===== config.mk =====
export PLATFORM = sky130hd
export DESIGN_NAME = timer_channel_mode_control
export DESIGN_NICKNAME = d
export VERILOG_FILES = /design/src/hdl/timer_channel_mode_control.v
export VERILOG_INCLUDE_DIRS = /design/src /design/src/hdl
export SDC_FILE = /design/constraint.sdc
export NUM_CORES = 1
export LEC_CHECK = 0
export ABC_AREA = 0
export BUFFER_PORTS_ARGS = -buffer_cell sky130_fd_sc_hd__buf_4
export CAP_MARGIN = 20
export CORE_UTILIZATION = 50
export CTS_CLUSTER_DIAMETER = 100
export CTS_CLUSTER_SIZE = 25
export DETAILED_ROUTE_END_ITERATION = 8
export PLACE_DENSITY = 0.67
export SLEW_MARGIN = 20
export SYNTH_ARGS = -nofsm -noshare
export SYNTH_HDL_FRONTEND = slang
export SYNTH_SLANG_ARGS = --single-unit

===== constraint.sdc =====
create_clock -name clk_i -period 10.8 [get_ports clk_i]
set_clock_uncertainty 0.15 [all_clocks]
set_input_delay 2.16 -clock clk_i [delete_from_list [all_inputs] [get_ports clk_i]]
set_output_delay 2.16 -clock clk_i [all_outputs]
set_load 0.03 [all_outputs]

===== src/hdl/timer_mode_regs.vh =====
// Register indices, field positions, codes and reset values of the timer
`ifndef TIMER_MODE_REGS_VH
`define TIMER_MODE_REGS_VH

// ======================================================================
// Register indices (byte address is four times the index)
`define MODE_IDX_CH0    24'h0f0190
`define MODE_IDX_STEP   24'h000002
`define MODE_IDX_PAGE   20'h0f019
`define CMP_IDX_CH0     24'h0f0180
`define CMP_IDX_PAGE    20'h0f018
`define STAT_IDX        24'h0f01b0
`define MASK_IDX        24'h0f01b2
`define CTRL_IDX        24'h0f01b4
`define VEC_IDX         24'h0f01b6

// ======================================================================
// Mode register fields
`define MODE_RST        16'h0000
`define MODE_WMASK      16'hd7cf
`define MODE_B11_MASK   16'h0800
`define ROLE_BIT        11
`define TRIG_HI         10
`define TRIG_LO         8
`define EDGE_HI         7
`define EDGE_LO         6

// ======================================================================
// Trigger source codes
`define TRIG_SW         3'h0
`define TRIG_EDGE       3'h1
`define TRIG_BOTH       3'h2
`define TRIG_MASTER     3'h4

// Input edge select codes
`define EDGE_FALL       2'h0
`define EDGE_RISE       2'h1

// ======================================================================
// Interrupt vectors and default priorities of channels 5, 6, 7
`define VEC_CH5         16'h0044
`define VEC_CH6         16'h0046
`define VEC_CH7         16'h0048
`define PRIO_CH5        6'h1d
`define PRIO_CH6        6'h1e
`define PRIO_CH7        6'h1f

// Reset values of the other registers
`define CMP_RST         16'h0000
`define IRQ_RST         3'h0

`endif


===== src/hdl/timer_channel_mode_control.v =====
// Eight-channel timer array with per-channel mode control on Wishbone
`timescale 1ns/1ns
`include "timer_mode_regs.vh"

// Behaviour
// [RQ1] Eight channels 0 to 7 in unit 0, each with its own mode register.
// [RQ2] Only channels 0, 4 and 7 connect to an input pin and an output pin.
// [RQ3] On channels 2, 4, 6 bit 11 set makes the channel a master.
// [RQ4] No channel other than 2, 4 or 6 can be made a master by software.
// [RQ5] Channel 0 is always a master whatever its bits say.
// [RQ6] Software keeps bit 11 clear on 2, 4, 6 when used independently.
// [RQ7] On channels 1 and 3 bit 11 set splits the counter to 8 bits.
// [RQ8] On channels 0, 5, 7 bit 11 reads 0 and writes to it are ignored.
// [RQ9] Trigger code 000 starts only by software; pin and master ignored.
// [RQ10] Code 001 uses the selected pin edge as start and capture trigger.
// [RQ11] Code 010 uses both pin edges as start and capture trigger.
// [RQ12] Code 100 makes a slave follow its master's interrupt; other codes
//        are not to be written by software.
// [RQ13] Channels 5, 6, 7 raise maskable interrupts at vectors 44h-48h.
// [RQ14] Those interrupts carry default priorities 29, 30 and 31.
// [RQ15] Of several pending interrupts the lowest priority number wins.
// [RQ16] Bit 13 and bits 5 to 4 of each mode register read as 0.
// [RQ17] Every mode register clears to zero on reset.
module timer_channel_mode_control (
  // Clock and reset
  input  wire        clk_i,
  input  wire        rst_i,
  // Wishbone slave
  input  wire        wb_cyc_i,
  input  wire        wb_stb_i,
  input  wire        wb_we_i,
  input  wire [25:0] wb_adr_i,
  input  wire [3:0]  wb_sel_i,
  input  wire [31:0] wb_dat_i,
  output wire [31:0] wb_dat_o,
  output wire        wb_ack_o,
  // Timer pins of channels 0, 4, 7
  input  wire [2:0]  chan_in_i,
  output wire [2:0]  chan_out_o,
  // Interrupts
  output wire        chan5_done_irq_o,
  output wire        chan6_done_irq_o,
  output wire        chan7_done_irq_o,
  output wire        irq_o
);

  // ======================================================================
  // Helper functions
  function has_role_bit;
    input [2:0] n;
    begin
      has_role_bit = (n == 3'd1) || (n == 3'd2) || (n == 3'd3) ||
                     (n == 3'd4) || (n == 3'd6);
    end
  endfunction

  // Bits 13, 5, 4 never stored; bit 11 only where it exists
  function [15:0] mode_wmask;
    input [2:0] n;
    begin
      mode_wmask = `MODE_WMASK;                                   // [RQ16]
      if (has_role_bit(n)) begin
        mode_wmask = `MODE_WMASK | `MODE_B11_MASK;                // [RQ8]
      end
    end
  endfunction

  function is_master;
    input [2:0]  n;
    input [15:0] mode;
    begin
      if (n == 3'd0) begin
        is_master = 1'b1;                                         // [RQ5]
      end else if (n == 3'd2 || n == 3'd4 || n == 3'd6) begin
        is_master = mode[`ROLE_BIT];                          // [RQ3] [RQ4]
      end else begin
        is_master = 1'b0;
      end
    end
  endfunction

  function is_split;
    input [2:0]  n;
    input [15:0] mode;
    begin
      is_split = ((n == 3'd1) || (n == 3'd3)) & mode[`ROLE_BIT];  // [RQ7]
    end
  endfunction

  // Split channels only look at the low byte of the count
  function cnt_at_end;
    input [2:0]  n;
    input [15:0] mode;
    input [15:0] cnt;
    begin
      if (is_split(n, mode)) begin
        cnt_at_end = (cnt[7:0] == 8'h00);
      end else begin
        cnt_at_end = (cnt == 16'h0000);
      end
    end
  endfunction

  // Pin index of a channel, 3 when it has none
  function [1:0] pin_of;
    input [2:0] n;
    begin
      if (n == 3'd0) begin
        pin_of = 2'd0;                                            // [RQ2]
      end else if (n == 3'd4) begin
        pin_of = 2'd1;
      end else if (n == 3'd7) begin
        pin_of = 2'd2;
      end else begin
        pin_of = 2'd3;
      end
    end
  endfunction

  // ======================================================================
  // State
  reg [15:0] mode_ff [0:7];                                       // [RQ1]
  reg [15:0] cmp_ff  [0:7];
  reg [15:0] cnt_ff  [0:7];
  reg [7:0]  run_ff;
  reg [7:0]  done_ff;
  reg [2:0]  pin_q_ff;
  reg [2:0]  tout_ff;
  reg [2:0]  stat_ff;
  reg [2:0]  mask_ff;
  reg        irq_ff;
  reg        ack_ff;
  reg [31:0] rdat_ff;

  // ======================================================================
  // Bus decode
  wire [23:0] idx    = wb_adr_i[25:2];
  wire        req    = wb_cyc_i & wb_stb_i & ~ack_ff;
  wire        wr     = req & wb_we_i;
  wire [2:0]  sel_ch = idx[3:1];
  wire        hit_mode = (idx[23:4] == `MODE_IDX_PAGE) & ~idx[0];
  wire        hit_cmp  = (idx[23:4] == `CMP_IDX_PAGE) & ~idx[0];
  wire [15:0] lane_m = {{8{wb_sel_i[1]}}, {8{wb_sel_i[0]}}};

  // ======================================================================
  // Trigger generation
  reg [7:0]  hw_trig;
  reg [7:0]  cap_ok;
  reg        mst_carry;
  reg        p_now;
  reg        p_old;
  reg        rise;
  reg        fall;
  reg [2:0]  code;
  reg [1:0]  pidx;
  integer    k;

  always @* begin
    hw_trig   = 8'h00;
    cap_ok    = 8'h00;
    mst_carry = 1'b0;
    p_now     = 1'b0;
    p_old     = 1'b0;
    rise      = 1'b0;
    fall      = 1'b0;
    code      = 3'h0;
    pidx      = 2'd3;
    for (k = 0; k < 8; k = k + 1) begin
      code = mode_ff[k][`TRIG_HI:`TRIG_LO];
      pidx = pin_of(k[2:0]);
      if (pidx != 2'd3) begin
        p_now = chan_in_i[pidx];
        p_old = pin_q_ff[pidx];
      end else begin
        p_now = 1'b0;
        p_old = 1'b0;
      end
      rise = p_now & ~p_old;
      fall = ~p_now & p_old;
      if (code == `TRIG_EDGE) begin
        cap_ok[k] = 1'b1;
        if (mode_ff[k][`EDGE_HI:`EDGE_LO] == `EDGE_FALL) begin
          hw_trig[k] = fall;                                      // [RQ10]
        end else if (mode_ff[k][`EDGE_HI:`EDGE_LO] == `EDGE_RISE) begin
          hw_trig[k] = rise;
        end else begin
          hw_trig[k] = rise | fall;
        end
      end else if (code == `TRIG_BOTH) begin
        cap_ok[k]  = 1'b1;
        hw_trig[k] = rise | fall;                                 // [RQ11]
      end else if (code == `TRIG_MASTER) begin
        hw_trig[k] = mst_carry;                                   // [RQ12]
      end else begin
        hw_trig[k] = 1'b0;                                        // [RQ9]
      end
      // A master hands its event to the slaves above it, up to the next master
      if (is_master(k[2:0], mode_ff[k])) begin
        mst_carry = done_ff[k];
      end
    end
  end

  // ======================================================================
  // Interrupt status, priority and vector
  wire [2:0] nxt_stat;
  wire [2:0] clr = (wr & (idx == `STAT_IDX) & wb_sel_i[0]) ?
                   wb_dat_i[2:0] : 3'h0;
  // Set beats clear so an event in the clearing cycle survives
  assign nxt_stat = (stat_ff & ~clr) | done_ff[7:5];              // [RQ13]
  wire [2:0] pend = stat_ff & mask_ff;

  reg [21:0] vec_sel;
  always @* begin
    if (pend[0]) begin
      vec_sel = {`PRIO_CH5, `VEC_CH5};                      // [RQ14] [RQ15]
    end else if (pend[1]) begin
      vec_sel = {`PRIO_CH6, `VEC_CH6};
    end else if (pend[2]) begin
      vec_sel = {`PRIO_CH7, `VEC_CH7};
    end else begin
      vec_sel = 22'h000000;
    end
  end

  // ======================================================================
  // Read mux
  reg [31:0] rd_mux;
  always @* begin
    if (hit_mode) begin
      rd_mux = {16'h0000, mode_ff[sel_ch] & mode_wmask(sel_ch)};  // [RQ8]
    end else if (hit_cmp) begin
      rd_mux = {16'h0000, cmp_ff[sel_ch]};
    end else if (idx == `STAT_IDX) begin
      rd_mux = {29'h00000000, stat_ff};
    end else if (idx == `MASK_IDX) begin
      rd_mux = {29'h00000000, mask_ff};
    end else if (idx == `CTRL_IDX) begin
      rd_mux = {24'h000000, run_ff};
    end else if (idx == `VEC_IDX) begin
      rd_mux = {10'h000, vec_sel};
    end else begin
      rd_mux = 32'h00000000;
    end
  end

  // ======================================================================
  // Channels and registers
  wire        ctrl_wr = wr & (idx == `CTRL_IDX);
  wire [7:0]  sw_go   = (ctrl_wr & wb_sel_i[0]) ? wb_dat_i[7:0] : 8'h00;
  wire [7:0]  sw_halt = (ctrl_wr & wb_sel_i[1]) ? wb_dat_i[15:8] : 8'h00;
  integer     c;

  always @(posedge clk_i) begin
    if (rst_i) begin
      for (c = 0; c < 8; c = c + 1) begin
        mode_ff[c] <= `MODE_RST;                                  // [RQ17]
        cmp_ff[c]  <= `CMP_RST;
        cnt_ff[c]  <= `CMP_RST;
      end
      run_ff   <= 8'h00;
      done_ff  <= 8'h00;
      pin_q_ff <= 3'h0;
      tout_ff  <= 3'h0;
      stat_ff  <= `IRQ_RST;
      mask_ff  <= `IRQ_RST;
      irq_ff   <= 1'b0;
      ack_ff   <= 1'b0;
      rdat_ff  <= 32'h00000000;
    end else begin
      ack_ff   <= req;
      rdat_ff  <= req ? rd_mux : 32'h00000000;
      pin_q_ff <= chan_in_i;
      stat_ff  <= nxt_stat;
      irq_ff   <= |(nxt_stat & mask_ff);
      if (wr & (idx == `MASK_IDX) & wb_sel_i[0]) begin
        mask_ff <= wb_dat_i[2:0];
      end
      if (wr & hit_mode) begin
        mode_ff[sel_ch] <= (mode_ff[sel_ch] & ~lane_m) |
                           (wb_dat_i[15:0] & lane_m & mode_wmask(sel_ch));
      end
      for (c = 0; c < 8; c = c + 1) begin
        done_ff[c] <= 1'b0;
        if (wr & hit_cmp & (sel_ch == c[2:0])) begin
          cmp_ff[c] <= (cmp_ff[c] & ~lane_m) | (wb_dat_i[15:0] & lane_m);
        end
        if (sw_halt[c]) begin
          run_ff[c] <= 1'b0;
        end else if (sw_go[c] | (hw_trig[c] & ~(run_ff[c] & cap_ok[c]))) begin
          run_ff[c] <= 1'b1;
          cnt_ff[c] <= cmp_ff[c];
        end else if (hw_trig[c] & run_ff[c] & cap_ok[c]) begin
          // Capture takes the running count and raises the event
          cmp_ff[c]  <= cnt_ff[c];
          done_ff[c] <= 1'b1;
        end else if (run_ff[c]) begin
          if (cnt_at_end(c[2:0], mode_ff[c], cnt_ff[c])) begin
            done_ff[c] <= 1'b1;
            if (is_split(c[2:0], mode_ff[c])) begin
              cnt_ff[c][7:0] <= cmp_ff[c][7:0];
            end else begin
              cnt_ff[c] <= cmp_ff[c];
            end
          end else if (is_split(c[2:0], mode_ff[c])) begin
            cnt_ff[c][7:0] <= cnt_ff[c][7:0] - 8'h01;
          end else begin
            cnt_ff[c] <= cnt_ff[c] - 16'h0001;
          end
        end
      end
      // Output pins toggle on each event of channels 0, 4, 7
      tout_ff <= tout_ff ^ {done_ff[7], done_ff[4], done_ff[0]};  // [RQ2]
    end
  end

  // ======================================================================
  // Outputs
  assign wb_ack_o         = ack_ff;
  assign wb_dat_o         = rdat_ff;
  assign chan_out_o       = tout_ff;
  assign chan5_done_irq_o = done_ff[5];                           // [RQ13]
  assign chan6_done_irq_o = done_ff[6];
  assign chan7_done_irq_o = done_ff[7];
  assign irq_o            = irq_ff;

endmodule


* Yosys cells after proc, flatten, opt, wreduce, memory -nomap -nowiden
Memories as Yosys holds them, arrays and structs flattened. Index checks and enable logic that the tools add are counted.
Word-level totals: output and inout port bits 40, bits in writable memories 384, input port bits 70, bits in registers 60, memories 3, word-level logic and storage cells 689
Operators by class: mux-type cells 408, reductions and logical operators 39, add/sub/neg operators 10, bitwise gates (word level) 165, equal/unequal tests 39
Memory list:
- cmp_ff | depth 8, width 16, read ports 9, clocked after memory_dff 0, write ports 8, RTL line timer_channel_mode_control.v:123 | reg [15:0] cmp_ff [0:7];
- cnt_ff | depth 8, width 16, read ports 8, clocked after memory_dff 0, write ports 8, RTL line timer_channel_mode_control.v:124 | reg [15:0] cnt_ff [0:7];
- mode_ff | depth 8, width 16, read ports 9, clocked after memory_dff 0, write ports 8, RTL line timer_channel_mode_control.v:122 | reg [15:0] mode_ff [0:7];
Operators with widths (count):
- $mux W16 | 46
- $mux W1 | 342
- $and A16 B16 Y16 | 12
- $or A16 B16 Y16 | 9
- $logic_not A16 Y1 | 8
- $sub A16 B1 Y16 const B | 8
- $mux W8 | 14
- $eq A24 B20 Y1 const B | 4
- $mux W21 | 3
- $and A1 B1 Y1 | 60
- $or A1 B1 Y1 | 59
- $eq A20 B16 Y1 const B | 2
- $eq A3 B3 Y1 const B | 11
- $eq A3 B2 Y1 const B | 10
- $eq A3 B1 Y1 const B | 9
- $reduce_or A3 Y1 | 7
- $not A1 Y1 | 18
- $reduce_or A2 Y1 | 9
- $logic_not A8 Y1 | 2
- $not A16 Y16 | 1
- $reduce_or A16 Y1 | 1
- $sub A8 B1 Y8 const B | 2
- $mux W12 | 1
- $reduce_or A10 Y1 | 1
- other kinds (12) | 22

* Depth between registers and ports, before layout
Gate-level depths: netlist of the first run. An unclocked memory read counts as a cell.
word-level depth 22, gate-level depth with buffers 10, gate-level depth less buffers 8

* Least setup slack after synthesis of the first run
OpenSTA, ideal clock, no wires.
kind input to register, start in chan_in_i[2], end mem cnt_ff[7][0] (netlist: cnt_ff[1][48]), enable pin, slack 5566 ps, library setup time 411 ps, data arrival time 4673 ps, data required time 10239 ps, path buffers 0, stages on the path 8, path through inv_1 -> ha_1 -> nor4b_1 -> nor2_1 -> a32oi_1 -> mux2i_1 -> nor2_1 -> o21ai_0
RTL lines:
- start, declared | RTL line timer_channel_mode_control.v:38 | input wire [2:0] chan_in_i,
- end, declared | RTL line timer_channel_mode_control.v:124

==> reports/results.txt, run 1 <==
EDFF count, synth = 328
Worst Tran Pin Value = 1270 ps
Fin nets = 1,902
Status = finished clean
Initial antenna violation count = 1
Vias post-DR = 15,200
Count leader, synth = edfxtp_1
Hold Vio Cnt, Final = 0
Reg2reg start = wb_ack_o
Hold_buf cts = 0
Setup WS post-layout = 5020 ps
Top_reg_cell synth = edfxtp_1
WL final = 60,600 um
Via-to-Cell Ratio = 6.48
Period utilization = 0.535
Clock Latency Late Sink = 560 ps
Async set-reset flop share out of synthesis = 0
Slew Limit Headroom = 0.139
Fmax = 0.173 GHz
Placer Congestion = 0.939
Setup bufs post-CTS = 0
Number of instances in the placed design = 2,316
Die H = 202 um
Cell variety after synth = 87
Die W = 202 um
Mapped cell area = 20,000 sq um
P_leak = 7.29 nW
DRT antenna net count = 0
Sequential fraction of the synthesis area = 0.538
Violation count after the first detailed-route iteration = 2,088
ANT cells = 0
Root Driver = clkbuf_16
Startpoint types = primary input
Hold Path End = run_ff[3]
Non-Filler Instances = 2,350
Post-CTS Resized = 0
Initial Util = 0.513
First-pass GRT wire length = 90,200 um
Hold crit path type = flip-flop to flip-flop
Overall power = 2.89 mW
CP max FO = 37
CTS sink count = 375
Final setup vio count = 0
Worst reg2reg path endpoint = cnt_ff[0][43]
CTS clk-pin slew, worst paths = 120 ps
First-pass DRT Iterations = 7
Final core utilization = 0.548
Maxcap violations = 0
Area leader, netlist = edfxtp_1
Hold wc startpoint = run_ff[3]
Synth top cells by count = 328 x edfxtp_1, 260 x nor2_1, 213 x nand2_1
Core area = 39,100 sq um
Fraction of layout cells with a size suffix above 1 = 0.132
CTS H-tree depth = 1
Overflow after GRT = 0
I/O Buffers = 78
Power per cell area = 135 nW/um^2
Yosys top cell area share = 0.492
TritonCTS buffer count = 19
RSZ-0062 raised after global routing = no
Worst hold stages = 2
Synthesis-to-layout area growth = 6.91%
Number of core rows = 72
Period minus WS final = 5780 ps
I/O pins = 110
Crit Path Category = primary input to flip-flop
Max Root-Sink Buffers = 3
Vias in the first global route = 14,400
Wire length per cell = 25.8 um
Max Transition Viols Final = 0
Fill cell count = 3,392
Number of synthesized register bits = 375
Worst path required time = 10,760 ps
Syn Area/Cell = 11.0 sq um
Post-route DRC = 0
CTS tree = yes
Top cells by area, synth = edfxtp_1 49%, nor2_1 4.9%, dfxtp_1 4.7%
Synthesized instance count = 1,827
Worst ir drop on vdd = 0.118 mV
R2R cell count = 5
Final HPWL DP = 41,100 um
Setup WS pre-CTS = 4540 ps
CP Data Arrival Time = 5740 ps
Crit end category = flip-flop
Largest net degree at the start of global routing = 65
Reg-to-reg slack, setup = 6760 ps
Total negative slack = 0 ps
Number of synthesis warnings = 0
All-Layer GR Usage = 0.293
Die area = 40,900 sq um
## cell usage in the layout, fill, tap and decap left out, drive strengths merged, types with 12 or more instances in the layout
| cell type | count |
|---|---|
| a211oi | 52 |
| a21boi | 37 |
| a21oi | 129 |
| a22o | 17 |
| a22oi | 19 |
| and2 | 14 |
| buf | 97 |
| clkbuf | 29 |
| dfxtp | 47 |
| edfxtp | 328 |
| ha | 12 |
| inv | 35 |
| mux2 | 28 |
| mux2i | 47 |
| mux4 | 25 |
| nand2 | 214 |
| nand3 | 23 |
| nor2 | 260 |
| nor3 | 32 |
| nor3b | 14 |
| nor4 | 22 |
| o21ai | 28 |
| o2bb2ai | 36 |
| o31ai | 52 |
| xnor2 | 59 |
| xor2 | 26 |
## logic make-up after synthesis
kind of cell,count (synthesis),synth area share
compound gates,430,0.157
xor+xnor,85,0.0372
fa+ha+maj,12,0.00749
buf+inv,169,0.0390
flops,375,0.538
mux,100,0.0673
other cells,1,0.000187
simple gates,655,0.154
## worst max-delay path, stage by stage
cell and delay [ps]:
buf_4 420, nor3b_4 510, and2_1 220, nand4_1 650
o211ai_2 1050, nand2_1 700
## state kept, by name, summed over array words and instances (netlist names)
name,flops
chan_out_o,3
cmp_ff,128
cnt_ff,96
done_ff,6
irq_o,1
mask_ff,3
mode_ff,104
pin_q_ff,3
run_ff,8
stat_ff,3
wb_ack_o,1
wb_dat_o,19
## worst max-delay path by stage
stage                 startpoint             to  slack [ps]  cells after the start
global placement     wb_adr_i[4]  cnt_ff[0][40]        4670                      6
floorplan           chan_in_i[2]  cnt_ff[1][48]        5570                      8
global route         wb_adr_i[4]  cnt_ff[0][47]        4830                      6
CTS                  wb_adr_i[4]  cnt_ff[0][47]        5090                      6
detailed placement   wb_adr_i[4]  cnt_ff[0][40]        4540                      6
finish               wb_adr_i[4]  cnt_ff[0][43]        5020                      6
## final cells by class
cell class,instances,area [sq um],area share
Inverter,34,128,0.00596
Sequential cell,375,10800,0.504
Clock inverter,4,63.8,0.00298
Timing Repair Buffer,97,736,0.0343
Tap cell,518,648,0.0303
Clock buffer,29,523,0.0244
Multi-Input combinational cell,1293,8530,0.398
## where the power goes
group | internal [mW] | total [mW] | switching, mW
Sequential | 1.64 | 1.70 | 0.0618
Combinational | 0.118 | 0.340 | 0.222
Clock | 0.369 | 0.852 | 0.483
## through the flow
stage,hold WS [ps],area [sq um]
6_report,306,21400
5_1_grt,333,21400
4_1_cts,306,21400
3_5_place_dp,289,20800
3_3_place_gp,293,20800
2_1_floorplan,273,20100
## layer usage
layer  up-vias  wire length, um  part of all wire  track usage
met5         -                0                 0            0
met4         0             3410             0.056        0.146
met3       174             5730             0.095       0.0411
met2       848            26900              0.44        0.443
met1      7461            24500              0.40        0.414
li1       6741                -                 -            -
Note: power is estimated with default switching activity, not from simulation.
==> run 2: changes to the inputs <==
- ABC_AREA: 0 -> 1
- clock period: 10.8 -> 5.95 ns (I/O delays scaled with it)
==> run 2 against run 1 <==
  * Critical path depth increased by 5
  * Clock-buffer cell count rose by 1
  * Synthesized area is 3.3% higher
  * Combinational power grew 80%
  * Non-clock buffer count increased by 7
  * Hold slack improved by 47 ps
  * Register-to-register slack worse by 4400 ps
  * Clock power up 80%
  * Die area is 3.3% higher
  * Final area up 3.6%
  * Sequential share of layout area decreased by 1.7 points
  * First-iteration DRC count grew 2.4%
==> reports/results.txt, run 2 <==
Status = finished clean
CTS clk-pin slew, worst paths = 100 ps (-20 ps)
Area occupied by multi-input gates = 8560 sq um (+0.32%)
CP Data Arrival Time = 4320 ps (-1420 ps)
Biggest regs = cmp_ff (128), mode_ff (104), cnt_ff (96)
Final HPWL DP = 46,300 um (+13%)
Worst Tran Pin Value = 1040 ps (-235 ps)
Hold Vio Cnt, Final = 0 (unchanged)
Vias post-DR = 17,800 (+17%)
Area leader, netlist = edfxtp_1
DR top layer = met4
Yosys top cell area share = 0.476 (-0.0158)
Top cells by area, synth = edfxtp_1 48%, nand2_1 9.0%, nor2_1 8.1%
CTS tree = yes
CTS H-tree depth = 1 (unchanged)
Mux contribution to synthesized area = 0.00290 (-0.0644)
Max Transition Viols Final = 0 (unchanged)
Met2 routed WL = 28,000 um (+4.1%)
Number of core rows = 74 (+2.8%)
Crit Path Category = primary input to flip-flop
Synth Area in Simple Gates = 0.247 (+0.0935)
Post-route DRC = 0 (unchanged)
I/O Buffers = 78 (unchanged)
Period minus WS final = 4280 ps
Maxcap violations = 0 (unchanged)
Cell variety after synth = 63 (-28%)
ANT cells = 0 (unchanged)
Violation count after the first detailed-route iteration = 2,138 (+2.4%)
Initial antenna violation count = 1 (unchanged)
First-pass DRT Iterations = 6 (-1)
Hold crit path type = flip-flop to flip-flop
Synthesis-to-layout area growth = 7.20%
Post-CTS Resized = 0 (unchanged)
Largest net degree at the start of global routing = 67 (+3.1%)
Number of synthesis warnings = 0 (unchanged)
DRT antenna net count = 0 (unchanged)
Core area = 40,800 sq um (+4.4%)
Reg with most FFs = cmp_ff
Number of synthesized register bits = 375 (unchanged)
Crit end category = flip-flop
Worst ir drop on vdd = 0.212 mV (+80%)
Die H = 205 um (+1.6%)
Power per cell area = 235 nW/um^2 (+74%)
Family with the most delay on the worst path = simple AND/OR/NAND/NOR gates
Most frequent cells in the layout = 495 x nand2_1, 443 x nor2_1, 328 x edfxtp_1
Max reg flops = 128 (unchanged)
Buf/Inv on CP = 2 (+1)
Die area = 42,200 sq um (+3.3%)
I/O pins = 110 (unchanged)
All-Layer GR Usage = 0.306 (+0.0133)
Synthesized instance count = 2,415 (+32%)
Worst path required time = 5990 ps (-4770 ps)
Fin nets = 2,522 (+33%)
Vias in the first global route = 16,700 (+16%)
Final core utilization = 0.544 (-0.00439)
Die W = 205 um (+1.6%)
Fmax = 0.234 GHz
Total negative slack = 0 ps (unchanged)
CP max FO = 47 (+27%)
Max Root-Sink Buffers = 3 (unchanged)
Hold_ws = 353 ps (+47.3 ps)
Root Driver = clkbuf_16
Period utilization = 0.719
Count leader, synth = nand2_1
Register area = 10,800 sq um (unchanged)
Main combinational cell family by area after synthesis = simple AND/OR/NAND/NOR gates
Sequential fraction of the synthesis area = 0.521 (-0.0173)
Commonest non-fill, non-tap cell in the layout = nand2_1
Crit-path max cell delay = 730 ps (-320 ps)
Setup bufs post-CTS = 0 (unchanged)
Syn Area/Cell = 8.57 sq um (-22%)
Mapped cell area = 20,700 sq um (+3.3%)
Hold_buf cts = 0 (unchanged)
RSZ-0062 raised after global routing = no
First-pass GRT wire length = 97,900 um (+8.6%)
Placer Congestion = 1.00 (+6.8%)
Slew Limit Headroom = 0.300 (+0.162)
Overall power = 5.22 mW (+80%)
Via-to-Cell Ratio = 5.95 (-8.1%)
P_leak = 8.99 nW (+23%)
Synth top cells by count = 495 x nand2_1, 444 x nor2_1, 328 x edfxtp_1
Clock Latency Late Sink = 560 ps (about the same)
Async set-reset flop share out of synthesis = 0 (unchanged)
Slowest-stage cell, CP = nor3_2
Final setup vio count = 0 (unchanged)
TritonCTS buffer count = 19 (unchanged)
Startpoint types = primary input
CTS sink count = 375 (unchanged)
Compound-gate portion of the synthesized area = 0.124 (-0.0326)
EDFF count, synth = 328 (unchanged)
CP Cell Sequence = buf_4, nor2_1, nand3_1, nor2_1, nand3_2, nor3_4, nand2_1, nand2_2, nor3_2, inv_2, nand3_1
Fill cell count = 3,818 (+13%)
Overflow after GRT = 0 (unchanged)
Met3 Wirelength = 6460 um (+13%)
Wire length per cell = 21.6 um (-16%)
Initial Util = 0.507 (-0.00550)
Adder-cell area share of the yosys netlist = 0.00725 (-0.000240)
Post-synthesis xor/xnor area fraction = 0.0292 (-0.00796)
WL final = 64,500 um (+6.4%)
Post-Route M1 WL = 27,100 um (+11%)
Fraction of layout cells with a size suffix above 1 = 0.0868 (-0.0447)
Top_reg_cell synth = edfxtp_1
-- run 2: final timing paths --
| check | end | slack, ps | from | cells after the start |
|---|---|---|---|---|
| worst max-delay path | cmp_ff[0][1] | 1670 | wb_adr_i[3] | 11 |
| worst min-delay path | mask_ff[0] | 350 | mask_ff[0] | 2 |
| worst max register to register | cmp_ff[0][1] | 2370 | pin_q_ff[0] | 11 |
| worst min register to register | mask_ff[0] | 350 | mask_ff[0] | 2 |
-- run 2: per-stage QoR --
stage / cells / worst slack [ps] / area (sq um)
floorplan: 2425 / 1270 / 20700
global route: 2985 / 1440 / 22200
global placement: 2951 / 1220 / 21600
CTS: 2985 / 1730 / 22200
finish: 2985 / 1670 / 22200
detailed placement: 2951 / 1160 / 21600
-- run 2: tightest hold or removal path: stages, from the launching register on --
cell	delay [ps]
dfxtp_1	350
inv_1	60
a211oi_1	60
-- run 2: cell families (layout without fill, tap and decap cells) --
family	count (synthesis)	in the layout
other cells	1	11
fa+ha+maj	12	12
simple gates	1194	1194
buf+inv	325	353
mux	6	6
flops	375	375
compound gates	433	433
xor+xnor	69	69
-- run 2: metal layers --
metal  GRT usage  up-vias
met1       0.440     8468
met2       0.465      954
met4       0.123        0
li1            -     8206
met5           0        -
met3      0.0439      142
-- run 2: report_power, final --
| part | leakage (nW) | switching, mW | internal [mW] |
|---|---|---|---|
| clock network | 0.286 | 0.879 | 0.654 |
| logic | 4.93 | 0.441 | 0.172 |
| registers | 3.77 | 0.0984 | 2.97 |
-- run 2: layout make-up --
class | instances | area share
inverters | 215 | 0.0365
repair buffers | 104 | 0.0352
clock inverters | 4 | 0.00169
well taps | 532 | 0.0300
flip-flops and latches | 375 | 0.486
clock buffers | 30 | 0.0247
multi-input cells | 1725 | 0.386
==> run 3: changes to the inputs <==
- clock period: 5.95 -> 4.2 ns (I/O delays scaled with it)
==> run 3 against run 2 <==
  * Clock-buffer cell count stayed put
  * Hold slack better by 7.8 ps
  * Sequential share of layout area is 0.65 points lower
  * Sequential power is 42% higher
  * Clock power is 39% higher
  * Register-to-register slack worse by 1400 ps
  * Critical path depth is 2 higher
  * Non-clock buffer count is 42 higher
  * Critical path type unchanged
==> reports/results.txt, run 3 (synthesized netlist as in run 2, its figures left out) <==
Status = finished clean
Root Driver = clkbuf_16
Hold wc startpoint = mask_ff[2]
Post-route DRC = 0 (unchanged)
Die W = 205 um (unchanged)
Non-Filler Instances = 3,026 (+1.4%)
Initial antenna violation count = 2 (+1)
Maxcap violations = 0 (unchanged)
Reg with most FFs = cmp_ff
Hold crit path type = flip-flop to flip-flop
Max Transition Viols Final = 0 (unchanged)
Crit end category = flip-flop
CP max FO = 17 (-64%)
Crit Path Category = primary input to flip-flop
Setup bufs post-CTS = 0 (unchanged)
Most frequent cells in the layout = 495 x nand2_1, 443 x nor2_1, 328 x edfxtp_1
Setup WS post-layout = 825 ps (-847 ps)
Final core utilization = 0.551 (+0.00738)
Register area = 10,800 sq um (unchanged)
Synthesis-to-layout area growth = 8.66%
Met3 usage = 0.0664 (+0.0225)
TritonCTS buffer count = 19 (unchanged)
DRT antenna net count = 0 (unchanged)
RSZ-0062 raised after global routing = no
Biggest regs = cmp_ff (128), mode_ff (104), cnt_ff (96)
I/O Buffers = 78 (unchanged)
Reg-to-reg slack, setup = 940 ps (-1430 ps)
CTS H-tree depth = 1 (unchanged)
Period minus WS final = 3370 ps
Commonest non-fill, non-tap cell in the layout = nand2_1
Die H = 205 um (unchanged)
Hold_buf cts = 0 (unchanged)
Core area = 40,800 sq um (unchanged)
Fill cell count = 3,786 (-0.84%)
CP Data Arrival Time = 3410 ps (-910 ps)
First-pass DRT Iterations = 6 (unchanged)
Vias post-DR = 17,800 (+0.14%)
I/O pins = 110 (unchanged)
Worst Tran Pin Value = 1060 ps (+20.8 ps)
First-pass GRT wire length = 99,000 um (+1.1%)
Placer Congestion = 0.964 (-3.8%)
Cell area after layout = 22,500 sq um (+1.4%)
Area occupied by multi-input gates = 8560 sq um (unchanged)
Startpoint types = primary input
Period utilization = 0.804
Number of core rows = 74 (unchanged)
WL final = 65,400 um (+1.4%)
CTS clk-pin slew, worst paths = 100 ps (about the same)
Overall power = 7.38 mW (+42%)
Final setup vio count = 0 (unchanged)
Largest net degree at the start of global routing = 67 (unchanged)
Wire length per cell = 21.6 um (about the same)
Fmax = 0.296 GHz
ANT cells = 0 (unchanged)
Area post-placement = 21,900 sq um (+1.5%)
Reg2reg start = pin_q_ff[0]
Setup WS pre-CTS = 279 ps (-881 ps)
Final HPWL DP = 47,700 um (+2.9%)
Via-to-Cell Ratio = 5.88 (-1.2%)
Worst path required time = 4230 ps (-1760 ps)
Violation count after the first detailed-route iteration = 2,078 (-2.8%)
Max reg flops = 128 (unchanged)
CTS tree = yes
Clock Latency Late Sink = 550 ps (about the same)
CTS sink count = 375 (unchanged)
P_leak = 9.16 nW (+2.0%)
Met2 Use GR = 0.485 (+0.0207)
Met1 Track Usage GR = 0.433 (-0.00690)
Max Root-Sink Buffers = 3 (unchanged)
Number of instances in the placed design = 2,993 (+1.4%)
Worst reg2reg path endpoint = cmp_ff[0][5]
Worst ir drop on vdd = 0.268 mV (+26%)
Overflow after GRT = 0 (unchanged)
GRT busiest layer = met2
Hold Vio Cnt, Final = 0 (unchanged)
R2R cell count = 11 (unchanged)
Die area = 42,200 sq um (unchanged)
Hold Path End = mask_ff[2]
Worst hold stages = 2 (unchanged)
Total negative slack = 0 ps (unchanged)
Fin nets = 2,564 (+1.7%)
Hold_ws = 361 ps (+7.81 ps)
Power per cell area = 328 nW/um^2 (+40%)
Slew Limit Headroom = 0.292 (-0.00826)
All-Layer GR Usage = 0.312 (+0.00580)
Fraction of layout cells with a size suffix above 1 = 0.102 (+0.0150)
Vias in the first global route = 16,700 (-0.26%)
Initial Util = 0.507 (unchanged)
Post-CTS Resized = 0 (unchanged)
[run 3: metal layers]
| layer | part of all wire | vias up |
|---|---|---|
| li1 | - | 8282 |
| met1 | 0.41 | 8438 |
| met2 | 0.45 | 945 |
| met3 | 0.11 | 127 |
| met4 | 0.034 | 2 |
| met5 | 0.00017 | - |
[run 3: how the worst max path moves through the flow]
| stage | start | end | cells after the start |
|---|---|---|---|
| floorplan | wb_adr_i[17] | cmp_ff[7][0] | 7 |
| global route | chan_in_i[0] | cmp_ff[0][1] | 13 |
| CTS | chan_in_i[0] | cmp_ff[0][11] | 13 |
| finish | chan_in_i[0] | cmp_ff[0][5] | 13 |
| detailed placement | chan_in_i[0] | cmp_ff[0][4] | 13 |
| global placement | chan_in_i[0] | cmp_ff[0][4] | 13 |
[run 3: cell type report]
cell class / instances / share of cell area
tap: 532 / 0.0296
sequential: 375 / 0.480
multi-input combinational: 1725 / 0.381
clock inverter: 3 / 0.00145
inverter: 215 / 0.0360
clock buffer: 30 / 0.0234
timing repair buffer: 146 / 0.0493
[run 3: critical path, cell delays in order]
cell and delay [ps]:
buf_4 90, inv_1 50, ha_1 290, nor2_1 50, nor2_1 90, o21ai_0 80, nand2_1 220, inv_1 110
nand2_1 100, nand2_2 90, nor3_2 760, inv_2 60, nand3_1 590
[run 3: power breakdown]
part           total, mW  switching [mW]  internal, mW
registers           4.35           0.139          4.21
logic              0.903           0.636         0.266
clock network       2.13            1.24         0.888
total               7.38            2.02          5.36
